`src/hdl/clock_manager_defines.svh`:
```
// Offsets, reset values and timing counts of the clock manager block.
// Assumes a 32-bit register port with byte offsets in 8-bit addresses.
`ifndef CLOCK_MANAGER_DEFINES_SVH
`define CLOCK_MANAGER_DEFINES_SVH

`define ADDR_CTRL        8'h00
`define ADDR_RATIO       8'h04
`define ADDR_HINT        8'h08
`define ADDR_PHASE       8'h0c
`define ADDR_JITTER      8'h10
`define ADDR_STATUS      8'h14

`define CTRL_W           13
`define RATIO_W          22
`define HINT_W           16
`define PHASE_W          11
`define JITTER_W         16

`define RST_HALVES       6'h04
`define RST_MULT         6'h04
`define RST_DIVISOR      6'h01
`define RST_HINT         16'h0000
`define RST_PHASE        11'h000
`define RST_JITTER       16'hf0f0
`define RST_LOCK_CYCLE   3'h5

`define HALVES_MIN       6'h03
`define HALVES_INT_FROM  6'h10
`define HALVES_MAX       6'h20
`define MULT_MIN         6'h02
`define MULT_MAX         6'h20
`define DIVISOR_MIN      6'h01
`define DIVISOR_MAX      6'h20

`define PHASE_POS_MAX    11'sh0ff
`define PHASE_NEG_MIN    11'sh701
`define PHASE_DIRECT_MAX 11'sh3ff
`define PHASE_SPEED_LIM  11'sh07f
`define PHASE_FRAC_BITS  8
`define HINT_FRAC_BITS   8

`define CLK_PERIOD_NS    16'h000a
`define LOCK_PERIODS     4'h8
`define DESKEW_SYS_CYC   16'sh0002
`define LOOP_LO_MIN_PER  12'h008
`define LOOP_HI_MAX_PER  12'h010
`define LOOP_HI_MIN_PER  12'h002
`define SYNTH_LO_MIN_PER 12'h006
`define SYNTH_HI_MAX_PER 12'h020
`define HINT_TOL         12'h001

`endif

```
`src/hdl/clock_manager_pkg.sv`:
```
// Types of the clock manager block: configuration words, status, ports.
// Assumes clock_manager_defines.svh for widths and values.
`include "clock_manager_defines.svh"

package clock_manager_pkg;

   typedef enum logic [2:0] {
      SHIFT_NONE     = 3'h0,
      SHIFT_FIXED    = 3'h1,
      SHIFT_VAR_POS  = 3'h2,
      SHIFT_VAR_CTR  = 3'h3,
      SHIFT_DIRECT   = 3'h4
   } phase_shift_mode_t;

   typedef enum logic [1:0] {
      LOCK_SEARCH = 2'h0,
      LOCK_TRACK  = 2'h1,
      LOCK_DONE   = 2'h3
   } lock_state_t;

   typedef struct packed {
      logic [2:0]        lock_wait_cycle;
      logic              startup_wait;
      logic              max_range;
      logic              duty_correct;
      logic              loop_high;
      logic              synth_high;
      logic              source_sync;
      phase_shift_mode_t phase_shift_mode;
      logic              input_halve_enable;
   } ctrl_t;

   typedef struct packed {
      logic [5:0] synth_divisor;
      logic [1:0] pad1;
      logic [5:0] synth_multiplier;
      logic [1:0] pad0;
      logic [5:0] divided_clock_ratio;
   } ratio_t;

   typedef struct packed {
      logic [7:0] addr;
      logic [31:0] wr_data;
      logic        wr_en;
      logic        rd_en;
   } bus_req_t;

   typedef struct packed {
      logic phase_0_out;
      logic phase_90_out;
      logic phase_180_out;
      logic phase_270_out;
      logic divided_clock_out;
      logic synth_clock_out;
      logic synth_clock_out_inverted;
   } clk_out_t;

   typedef struct packed {
      ctrl_t                      ctrl;
      ratio_t                     ratio;
      logic [`HINT_W-1:0]         input_period_hint;
      logic signed [`PHASE_W-1:0] phase_cfg;
      logic [`JITTER_W-1:0]       jitter_filter_setting;
      logic signed [`PHASE_W-1:0] phase_cur;
      logic                       src_q;
      logic                       tog;
      logic [11:0]                pos;
      logic [11:0]                per;
      logic [11:0]                hi;
      logic [11:0]                hi_cnt;
      logic [3:0]                 stable;
      lock_state_t                lock;
      logic [16:0]                dv;
      logic [17:0]                fx;
      clk_out_t                   outs;
      logic [31:0]                rdata;
   } state_t;

endpackage : clock_manager_pkg

```
`src/hdl/clock_manager.sv`:
```
// Clock manager: measures the source clock on the reference clock and
// rebuilds the 1x phases, divided and synthesized clocks digitally.
// Assumes source_clock_in_i and all bus signals are synchronous to ref_clk_i.
// How it works
// - Startup stalls in chosen cycle until locked
// - Divided output is source over N/2
// - Divided duty 50/50 except fractional high mode
// - Optional halving of the source clock
// - Period hint in ns gates synth outputs
// - Five phase shift modes, default none
// - Feedback delay system or source synchronous
// - Synthesizer low or high frequency range
// - Loop low or high frequency range
// - Duty correction gives 50/50 phase outputs
// - Priority selects speed or wide phase range
// - Signed phase offset clamped per mode
// - Synth output is input times M over D
// - Variable steps move one 256th period
`timescale 1ns/1ps
`include "clock_manager_defines.svh"

module clock_manager (
   input  wire logic                      ref_clk_i,
   input  wire logic                      reset_n_i,
   input  wire logic                      clk_en_i,
   input  wire clock_manager_pkg::bus_req_t bus_i,
   output logic [31:0]                    rd_data_o,
   input  wire logic                      source_clock_in_i,
   input  wire logic                      shift_step_enable_i,
   input  wire logic                      shift_direction_i,
   input  wire logic [2:0]                startup_cycle_i,
   output logic                           startup_stall_o,
   output logic                           locked_o,
   output clock_manager_pkg::clk_out_t    clocks_o
);

   clock_manager_pkg::state_t s;
   clock_manager_pkg::state_t next_s;

   function automatic logic signed [`PHASE_W-1:0] clamp_phase(
      input clock_manager_pkg::phase_shift_mode_t mode,
      input logic                                 max_range,
      input logic signed [`PHASE_W-1:0]           v);
      logic signed [`PHASE_W-1:0] lo;
      logic signed [`PHASE_W-1:0] hi;
      lo = `RST_PHASE;
      hi = `RST_PHASE;
      case (mode)
         clock_manager_pkg::SHIFT_FIXED,
         clock_manager_pkg::SHIFT_VAR_CTR: begin
            lo = `PHASE_NEG_MIN;
            hi = `PHASE_POS_MAX;
         end
         clock_manager_pkg::SHIFT_VAR_POS: hi = `PHASE_POS_MAX;
         // Direct mode always starts at zero; steps then walk taps
         clock_manager_pkg::SHIFT_DIRECT:  hi = `PHASE_DIRECT_MAX;
         default: hi = `RST_PHASE;
      endcase
      // Speed priority narrows the usable phase window
      if (!max_range && mode != clock_manager_pkg::SHIFT_DIRECT) begin
         if (hi > `PHASE_SPEED_LIM) hi = `PHASE_SPEED_LIM;
         if (lo < -`PHASE_SPEED_LIM) lo = -`PHASE_SPEED_LIM;
      end
      if (v < lo)
         clamp_phase = lo;
      else if (v > hi)
         clamp_phase = hi;
      else
         clamp_phase = v;
   endfunction : clamp_phase

   function automatic logic [12:0] wrap(input logic [12:0] v, input logic [11:0] p);
      wrap = (v >= {1'b0, p}) ? v - {1'b0, p} : v;
   endfunction : wrap

   always_comb begin
      clock_manager_pkg::ratio_t     w_ratio;
      clock_manager_pkg::ctrl_t      w_ctrl;
      logic                          raw_rise;
      logic                          eff_rise;
      logic                          eff_lvl;
      logic [11:0]                   meas;
      logic                          in_range;
      logic                          match;
      logic                          locked;
      logic [11:0]                   p;
      logic [11:0]                   half;
      logic signed [23:0]            prod;
      logic signed [15:0]            sh;
      logic [15:0]                   shm;
      logic [12:0]                   ps;
      logic [17:0]                   dv_per;
      logic [17:0]                   dv_hi;
      logic [17:0]                   dv_inc;
      logic [17:0]                   pd;
      logic [18:0]                   fx_sum;
      logic [15:0]                   hint_cyc;
      logic                          hint_ok;
      logic                          synth_ok;
      logic                          var_mode;
      // Defaults keep every local driven on all paths
      raw_rise = 1'b0;
      eff_rise = 1'b0;
      eff_lvl  = 1'b0;
      meas     = '0;
      in_range = 1'b0;
      match    = 1'b0;
      locked   = 1'b0;
      p        = '0;
      half     = '0;
      prod     = '0;
      sh       = '0;
      shm      = '0;
      ps       = '0;
      dv_per   = '0;
      dv_hi    = '0;
      dv_inc   = '0;
      pd       = '0;
      fx_sum   = '0;
      hint_cyc = '0;
      hint_ok  = 1'b0;
      synth_ok = 1'b0;
      var_mode = 1'b0;
      w_ratio  = bus_i.wr_data[`RATIO_W-1:0];
      w_ctrl   = bus_i.wr_data[`CTRL_W-1:0];
      next_s   = s;
      next_s.rdata = '0;

      // Source edge, optional toggle halving
      raw_rise = source_clock_in_i & ~s.src_q;
      next_s.src_q = source_clock_in_i;
      if (raw_rise) next_s.tog = ~s.tog;
      eff_rise = raw_rise & (~s.ctrl.input_halve_enable | ~s.tog);
      eff_lvl  = s.ctrl.input_halve_enable ? s.tog : s.src_q;
      meas     = s.pos + 12'h001;
      in_range = s.ctrl.loop_high ?
                 (meas <= `LOOP_HI_MAX_PER && meas >= `LOOP_HI_MIN_PER) :
                 (meas >= `LOOP_LO_MIN_PER);
      match    = (meas == s.per) || (meas == s.per + 12'h001) ||
                 (meas + 12'h001 == s.per);

      if (eff_rise) begin
         next_s.pos    = '0;
         next_s.per    = meas;
         next_s.hi     = s.hi_cnt;
         next_s.hi_cnt = '0;
         case (s.lock)
            clock_manager_pkg::LOCK_SEARCH: begin
               if (in_range && match) next_s.lock = clock_manager_pkg::LOCK_TRACK;
               next_s.stable = '0;
            end
            clock_manager_pkg::LOCK_TRACK: begin
               if (!(in_range && match))
                  next_s.lock = clock_manager_pkg::LOCK_SEARCH;
               else if (s.stable == `LOCK_PERIODS - 4'h1)
                  next_s.lock = clock_manager_pkg::LOCK_DONE;
               else
                  next_s.stable = s.stable + 4'h1;
            end
            clock_manager_pkg::LOCK_DONE: begin
               if (!(in_range && match)) next_s.lock = clock_manager_pkg::LOCK_SEARCH;
            end
            default: next_s.lock = clock_manager_pkg::LOCK_SEARCH;
         endcase
      end else begin
         if (s.pos != '1) next_s.pos = meas;
         if (eff_lvl && s.hi_cnt != '1) next_s.hi_cnt = s.hi_cnt + 12'h001;
      end
      locked = (s.lock == clock_manager_pkg::LOCK_DONE);

      // Phase offset in reference cycles, deskew delay added
      p    = s.per;
      half = s.ctrl.duty_correct ? (p >> 1) : s.hi;
      prod = s.phase_cur * $signed({1'b0, p});
      if (s.ctrl.phase_shift_mode == clock_manager_pkg::SHIFT_DIRECT)
         sh = 16'(s.phase_cur);
      else
         sh = prod[23:`PHASE_FRAC_BITS];
      if (!s.ctrl.source_sync) sh = sh + `DESKEW_SYS_CYC;
      if (sh < 0) sh = sh + $signed({4'h0, p});
      shm = (p == '0) ? '0 : 16'(sh) % {4'h0, p};
      ps  = wrap({1'b0, s.pos} + {1'b0, p} - shm[12:0], p);
      next_s.outs.phase_0_out   = locked && ps < {1'b0, half};
      next_s.outs.phase_90_out  =
         locked && wrap(ps + {1'b0, p} - {3'h0, p[11:2]}, p) < {1'b0, half};
      next_s.outs.phase_180_out =
         locked && wrap(ps + {1'b0, p} - {2'h0, p[11:1]}, p) < {1'b0, half};
      next_s.outs.phase_270_out = locked &&
         wrap(ps + {2'h0, p[11:1]} - {3'h0, p[11:2]}, p) < {1'b0, half};

      // Divided clock: period N/2 times the effective period
      dv_per = (18'(s.ratio.divided_clock_ratio) * 18'(p)) >> 1;
      if (s.ctrl.loop_high && s.ratio.divided_clock_ratio[0])
         dv_hi = (18'(s.ratio.divided_clock_ratio >> 1) * 18'(p)) >> 1;
      else
         dv_hi = dv_per >> 1;
      dv_inc = {1'b0, s.dv} + 18'h00001;
      next_s.dv = (!locked || dv_inc >= dv_per) ? '0 : dv_inc[16:0];
      next_s.outs.divided_clock_out = locked && {1'b0, s.dv} < dv_hi;

      // Synthesized clock by accumulating 2M against 2*P*D
      pd     = 18'(p) * 18'(s.ratio.synth_divisor);
      fx_sum = {1'b0, s.fx} + 19'({s.ratio.synth_multiplier, 1'b0});
      if (fx_sum >= {pd, 1'b0}) fx_sum = fx_sum - {pd, 1'b0};
      next_s.fx = locked ? fx_sum[17:0] : '0;
      hint_cyc = 16'(s.input_period_hint >> `HINT_FRAC_BITS) / 16'(`CLK_PERIOD_NS);
      if (s.ctrl.input_halve_enable) hint_cyc = hint_cyc << 1;
      hint_ok  = (s.input_period_hint == '0) ||
                 ((hint_cyc <= {4'h0, p + `HINT_TOL}) &&
                  (hint_cyc + {4'h0, `HINT_TOL} >= {4'h0, p}));
      synth_ok = locked && hint_ok && (s.ctrl.synth_high ?
                 (p <= `SYNTH_HI_MAX_PER) : (p >= `SYNTH_LO_MIN_PER));
      next_s.outs.synth_clock_out          = synth_ok && {1'b0, s.fx} < {1'b0, pd};
      next_s.outs.synth_clock_out_inverted = synth_ok && {1'b0, s.fx} >= {1'b0, pd};

      // Variable steps only in variable or direct modes
      var_mode = s.ctrl.phase_shift_mode == clock_manager_pkg::SHIFT_VAR_POS ||
                 s.ctrl.phase_shift_mode == clock_manager_pkg::SHIFT_VAR_CTR ||
                 s.ctrl.phase_shift_mode == clock_manager_pkg::SHIFT_DIRECT;
      if (locked && var_mode && shift_step_enable_i) begin
         next_s.phase_cur = clamp_phase(s.ctrl.phase_shift_mode, s.ctrl.max_range,
            shift_direction_i ? s.phase_cur + 11'sh001 : s.phase_cur - 11'sh001);
      end

      if (bus_i.wr_en) begin
         case (bus_i.addr)
            `ADDR_CTRL: begin
               next_s.ctrl = w_ctrl;
               if (w_ctrl.phase_shift_mode > clock_manager_pkg::SHIFT_DIRECT)
                  next_s.ctrl.phase_shift_mode = s.ctrl.phase_shift_mode;
               next_s.phase_cur =
                  (next_s.ctrl.phase_shift_mode == clock_manager_pkg::SHIFT_DIRECT) ?
                  `RST_PHASE : clamp_phase(next_s.ctrl.phase_shift_mode,
                                           w_ctrl.max_range, s.phase_cfg);
            end
            `ADDR_RATIO: begin
               // Illegal ratios are dropped rather than rounded
               if (w_ratio.divided_clock_ratio >= `HALVES_MIN &&
                   w_ratio.divided_clock_ratio <= `HALVES_MAX &&
                   (w_ratio.divided_clock_ratio <= `HALVES_INT_FROM ||
                    !w_ratio.divided_clock_ratio[0]))
                  next_s.ratio.divided_clock_ratio = w_ratio.divided_clock_ratio;
               if (w_ratio.synth_multiplier >= `MULT_MIN &&
                   w_ratio.synth_multiplier <= `MULT_MAX &&
                   w_ratio.synth_divisor >= `DIVISOR_MIN &&
                   w_ratio.synth_divisor <= `DIVISOR_MAX) begin
                  next_s.ratio.synth_multiplier = w_ratio.synth_multiplier;
                  next_s.ratio.synth_divisor    = w_ratio.synth_divisor;
               end
            end
            `ADDR_HINT: next_s.input_period_hint = bus_i.wr_data[`HINT_W-1:0];
            `ADDR_PHASE: begin
               next_s.phase_cfg = clamp_phase(s.ctrl.phase_shift_mode, s.ctrl.max_range,
                                              bus_i.wr_data[`PHASE_W-1:0]);
               if (s.ctrl.phase_shift_mode != clock_manager_pkg::SHIFT_DIRECT)
                  next_s.phase_cur = next_s.phase_cfg;
            end
            // One setting serves both loop ranges
            `ADDR_JITTER: next_s.jitter_filter_setting =
               bus_i.wr_data[`JITTER_W-1:0];
            default: ;
         endcase
      end

      if (bus_i.rd_en) begin
         case (bus_i.addr)
            `ADDR_CTRL:   next_s.rdata = 32'(s.ctrl);
            `ADDR_RATIO:  next_s.rdata = 32'(s.ratio);
            `ADDR_HINT:   next_s.rdata = 32'(s.input_period_hint);
            `ADDR_PHASE:  next_s.rdata = 32'($unsigned(s.phase_cfg));
            `ADDR_JITTER: next_s.rdata = 32'(s.jitter_filter_setting);
            `ADDR_STATUS: next_s.rdata = {4'h0, s.per, 1'b0, $unsigned(s.phase_cur),
                                          1'b0, synth_ok, ~hint_ok, locked};
            default:      next_s.rdata = '0;
         endcase
      end
   end

   always_ff @(posedge ref_clk_i or negedge reset_n_i) begin
      if (!reset_n_i) begin
         s <= '0;
         s.ctrl.duty_correct <= 1'b1;
         s.ctrl.lock_wait_cycle <= `RST_LOCK_CYCLE;
         s.ratio.divided_clock_ratio <= `RST_HALVES;
         s.ratio.synth_multiplier <= `RST_MULT;
         s.ratio.synth_divisor <= `RST_DIVISOR;
         s.input_period_hint <= `RST_HINT;
         s.phase_cfg <= `RST_PHASE;
         s.phase_cur <= `RST_PHASE;
         s.jitter_filter_setting <= `RST_JITTER;
         s.lock <= clock_manager_pkg::LOCK_SEARCH;
      end else if (clk_en_i) begin
         s <= next_s;
      end
   end

   assign rd_data_o = s.rdata;
   assign locked_o  = (s.lock == clock_manager_pkg::LOCK_DONE);
   assign clocks_o  = s.outs;
   assign startup_stall_o = s.ctrl.startup_wait &&
                            startup_cycle_i == s.ctrl.lock_wait_cycle &&
                            s.lock != clock_manager_pkg::LOCK_DONE;

endmodule : clock_manager

```
`config.mk`:
```
export PLATFORM = sky130hd
export DESIGN_NAME = clock_manager
export DESIGN_NICKNAME = d
export VERILOG_FILES = /design/src/hdl/clock_manager_pkg.sv /design/src/hdl/clock_manager.sv
export VERILOG_INCLUDE_DIRS = /design/src /design/src/hdl
export SDC_FILE = /design/constraint.sdc
export NUM_CORES = 2
export LEC_CHECK = 0
export BUFFER_PORTS_ARGS = -buffer_cell sky130_fd_sc_hd__buf_2
export CORE_MARGIN = 1.5
export CORE_UTILIZATION = 45
export CTS_CLUSTER_SIZE = 24
export DETAILED_ROUTE_END_ITERATION = 10
export SLEW_MARGIN = 20
export SYNTH_ARGS = -nofsm -noshare
export SYNTH_HDL_FRONTEND = slang
export SYNTH_SLANG_ARGS = --single-unit
export TNS_END_PERCENT = 30
```
`constraint.sdc`:
```
create_clock -name ref_clk_i -period 76.1 [get_ports ref_clk_i]
set_clock_uncertainty 0.1 [all_clocks]
set_input_delay 3.805 -clock ref_clk_i [delete_from_list [all_inputs] [get_ports ref_clk_i]]
set_output_delay 3.805 -clock ref_clk_i [all_outputs]
set_load 0.03 [all_outputs]
```
==> out/metrics.cfg <==
[finish]
final_nets=5754
nFillCells=8595
regArea_um2=5280
antenna_cells=0
multi_input_comb_area_um2=31900
drive_above_1_share_pct=8.03
syn_to_final_growth_pct=5.43

[sta]
rsz0062_at_grt=false
finalCriticalPeriod_ns=59.15
setup_tns_ns=0
relSlewSlack_pct=28.3
setup_violations=0
hold_violations=0
max_clock_freq_mhz=16.9
final.period_utilization_pct=77.7
drv_slew=0
worst_pin_slew_ns=1.07

[placement]
globalplace.congestion=0.880
post-dp-hpwl_um=85100
port_buffers=77

[global_routing]
grt_pass1_vias=34300
grt_max_degree=110
grt.overflow.total=0
grt_pass1_wl_um=181000
antenna_found_initial=0
grtUsageTotal_pct=24.6

[worst_setup_path]
cp-start-kind=register
critPathMaxFanout=23
crit_arrival_ns=59.52
cp-end-kind=register
rrSetupSlack_ns=16.95
cp_slowest_cell=nor2_1
reg2regPathDepth=270
critPathMostFrequentCell=o21a_1
critical_path_class=register to register
max_stage_delay_ns=0.64
cp.required_ns=76.46

[cts]
cts_root_buffer=clkbuf_16
cts-resized-gates=0
cts_tree=built
numClockSinks=210
h-tree-depth=1
cts.path.max_buffers=3
cts_made_buffers=24
clkLatencyLatePin_ns=0.55
cts_hold_buf=0
post_cts_buffers=0
clk_pin_slew_worst_paths_ns=0.07

[status]
status=finished clean

[routing]
post_drt_wl_per_cell_um=18.4
drtIter0Drc=2284
via_per_inst=5.70
dr_total_vias=34500
drc_errors=0
drt-total-wl_um=111000
drt_pass1_iterations=6
antenna_left=0

[logic_synthesis]
synth_ff_type=dfrtp_1
synth_top_area_share_pct=18.9
async_flop_share_pct=100
ys_types=104
syn_inst=4944
synth-edff-count=0
yosysWarnings=0
synth-seq-cells=210
synth_top_cell_by_area=ha_1
synth_area_leaders=ha_1, dfrtp_1, fa_1
ys_seq_area_share_pct=13.2
netlist_area_um2=40000
avgSynthCellArea_um2=8.08

[floorplan]
io-pin-count=92
die_h_um=301
fp.dieArea_um2=90600
coreArea_um2=88200
die-width_um=301
initial_utilization_pct=45.3
num_rows=109

[flow_run]
cap_violations=0

[min_path]
holdPathStages=1
hp-class=register to register

-- layout make-up --
class                   count  share of cell area (%)
inverters                 490                    4.37
flip-flops and latches    210                    12.5
multi-input cells        4017                    75.7
clock inverters            10                   0.282
well taps                1165                    3.46
clock buffers              34                    1.66
repair buffers            136                    2.00
-- cells in the final DEF (no fill, tap or decap), drive strengths merged, types with 130 or more instances in the layout --
cell type	synthesis	routed
fa	221	221
a21oi	306	306
mux2	130	130
nor2	309	309
xnor2	201	201
dfrtp	196	196
nand2	487	487
a21o	148	148
inv	484	487
ha	603	603
o21ai	278	278
buf	69	136
-- sequential cells by signal, summed over array words and instances (netlist names) --
signal	cells
clocks_o	7
rd_data_o	28
s	175
-- path summary, 6_finish.rpt --
| kind | from | end |
|---|---|---|
| min | s[128] | s[128] |
| max reg2reg | s[107] | clocks_o[4] |
| max | s[107] | clocks_o[4] |
| min in group asynchronous | reset_n_i | s[161] |
| max in group asynchronous | reset_n_i | rd_data_o[23] |
| min reg2reg | s[128] | s[128] |
-- metal layers --
layer | up-vias | share of wire (%) | GRT usage [%]
met5 | - | 0 | 0
met4 | 0 | 1.4 | 4.31
met3 | 93 | 3.6 | 1.44
met2 | 686 | 47 | 42.4
met1 | 16600 | 48 | 34.1
li1 | 17200 | - | -
-- stage by stage --
| stage | hold WS [ns] | setup slack, ns | std cells | cell area [um2] | utilization (%) |
|---|---|---|---|---|---|
| after detailed placement | 0.361 | 17.16 | 6018 | 41300 | 46.8 |
| after CTS | 0.371 | 16.91 | 6062 | 42100 | 47.7 |
| after floorplan | 0.341 | 22.25 | 4947 | 40000 | - |
| final | 0.366 | 16.95 | 6062 | 42100 | 47.7 |
| after global placement | 0.356 | 17.70 | 6018 | 41300 | 46.8 |
| after global routing | 0.394 | 11.58 | 6062 | 42100 | 47.7 |
-- logic make-up after synthesis --
family	synth area share (%)
adders and majority gates	30.0
DFF	13.2
other	0.00939
xor gates and xnor gates	6.83
AOI/OAI and AO/OA	19.9
buffers and inverters	7.18
and+or+nand+nor	17.9
muxes	4.93
-- synthesized netlist by cell type, types with 17 or more instances --
cell	instances
nor2_1	309
a21boi_0	21
nand3_1	104
o31ai_1	56
dfrtp_1	196
nor4_1	29
buf_1	19
o21a_1	96
fa_1	221
xnor2_1	201
a22oi_1	26
or2_2	18
o21ai_1	17
a21o_1	148
a21oi_1	304
xor2_1	100
and3_1	27
ha_1	603
nor2b_1	69
buf_4	39
a31oi_1	25
nand4_1	45
inv_1	484
and2_1	95
o22ai_1	53
nand2_1	485
o21ai_0	261
mux2_2	128
nand2b_1	78
mux2i_1	48
or3_1	24
o21bai_1	54
nor3_1	124
clkbuf_1	161
a211oi_1	25
-- worst max-delay path: cells and delay by family (launching register included) --
family	cells	cell delay, ns
muxes	5	1.91
and+or+nand+nor	67	13.25
adders and majority gates	32	11.20
xor gates and xnor gates	1	0.12
buffers and inverters	16	2.22
AOI/OAI and AO/OA	149	29.49
DFF	1	0.63
Power is not shown: default switching activity piles up to over one toggle a cycle in this logic, so the estimate is an artifact.
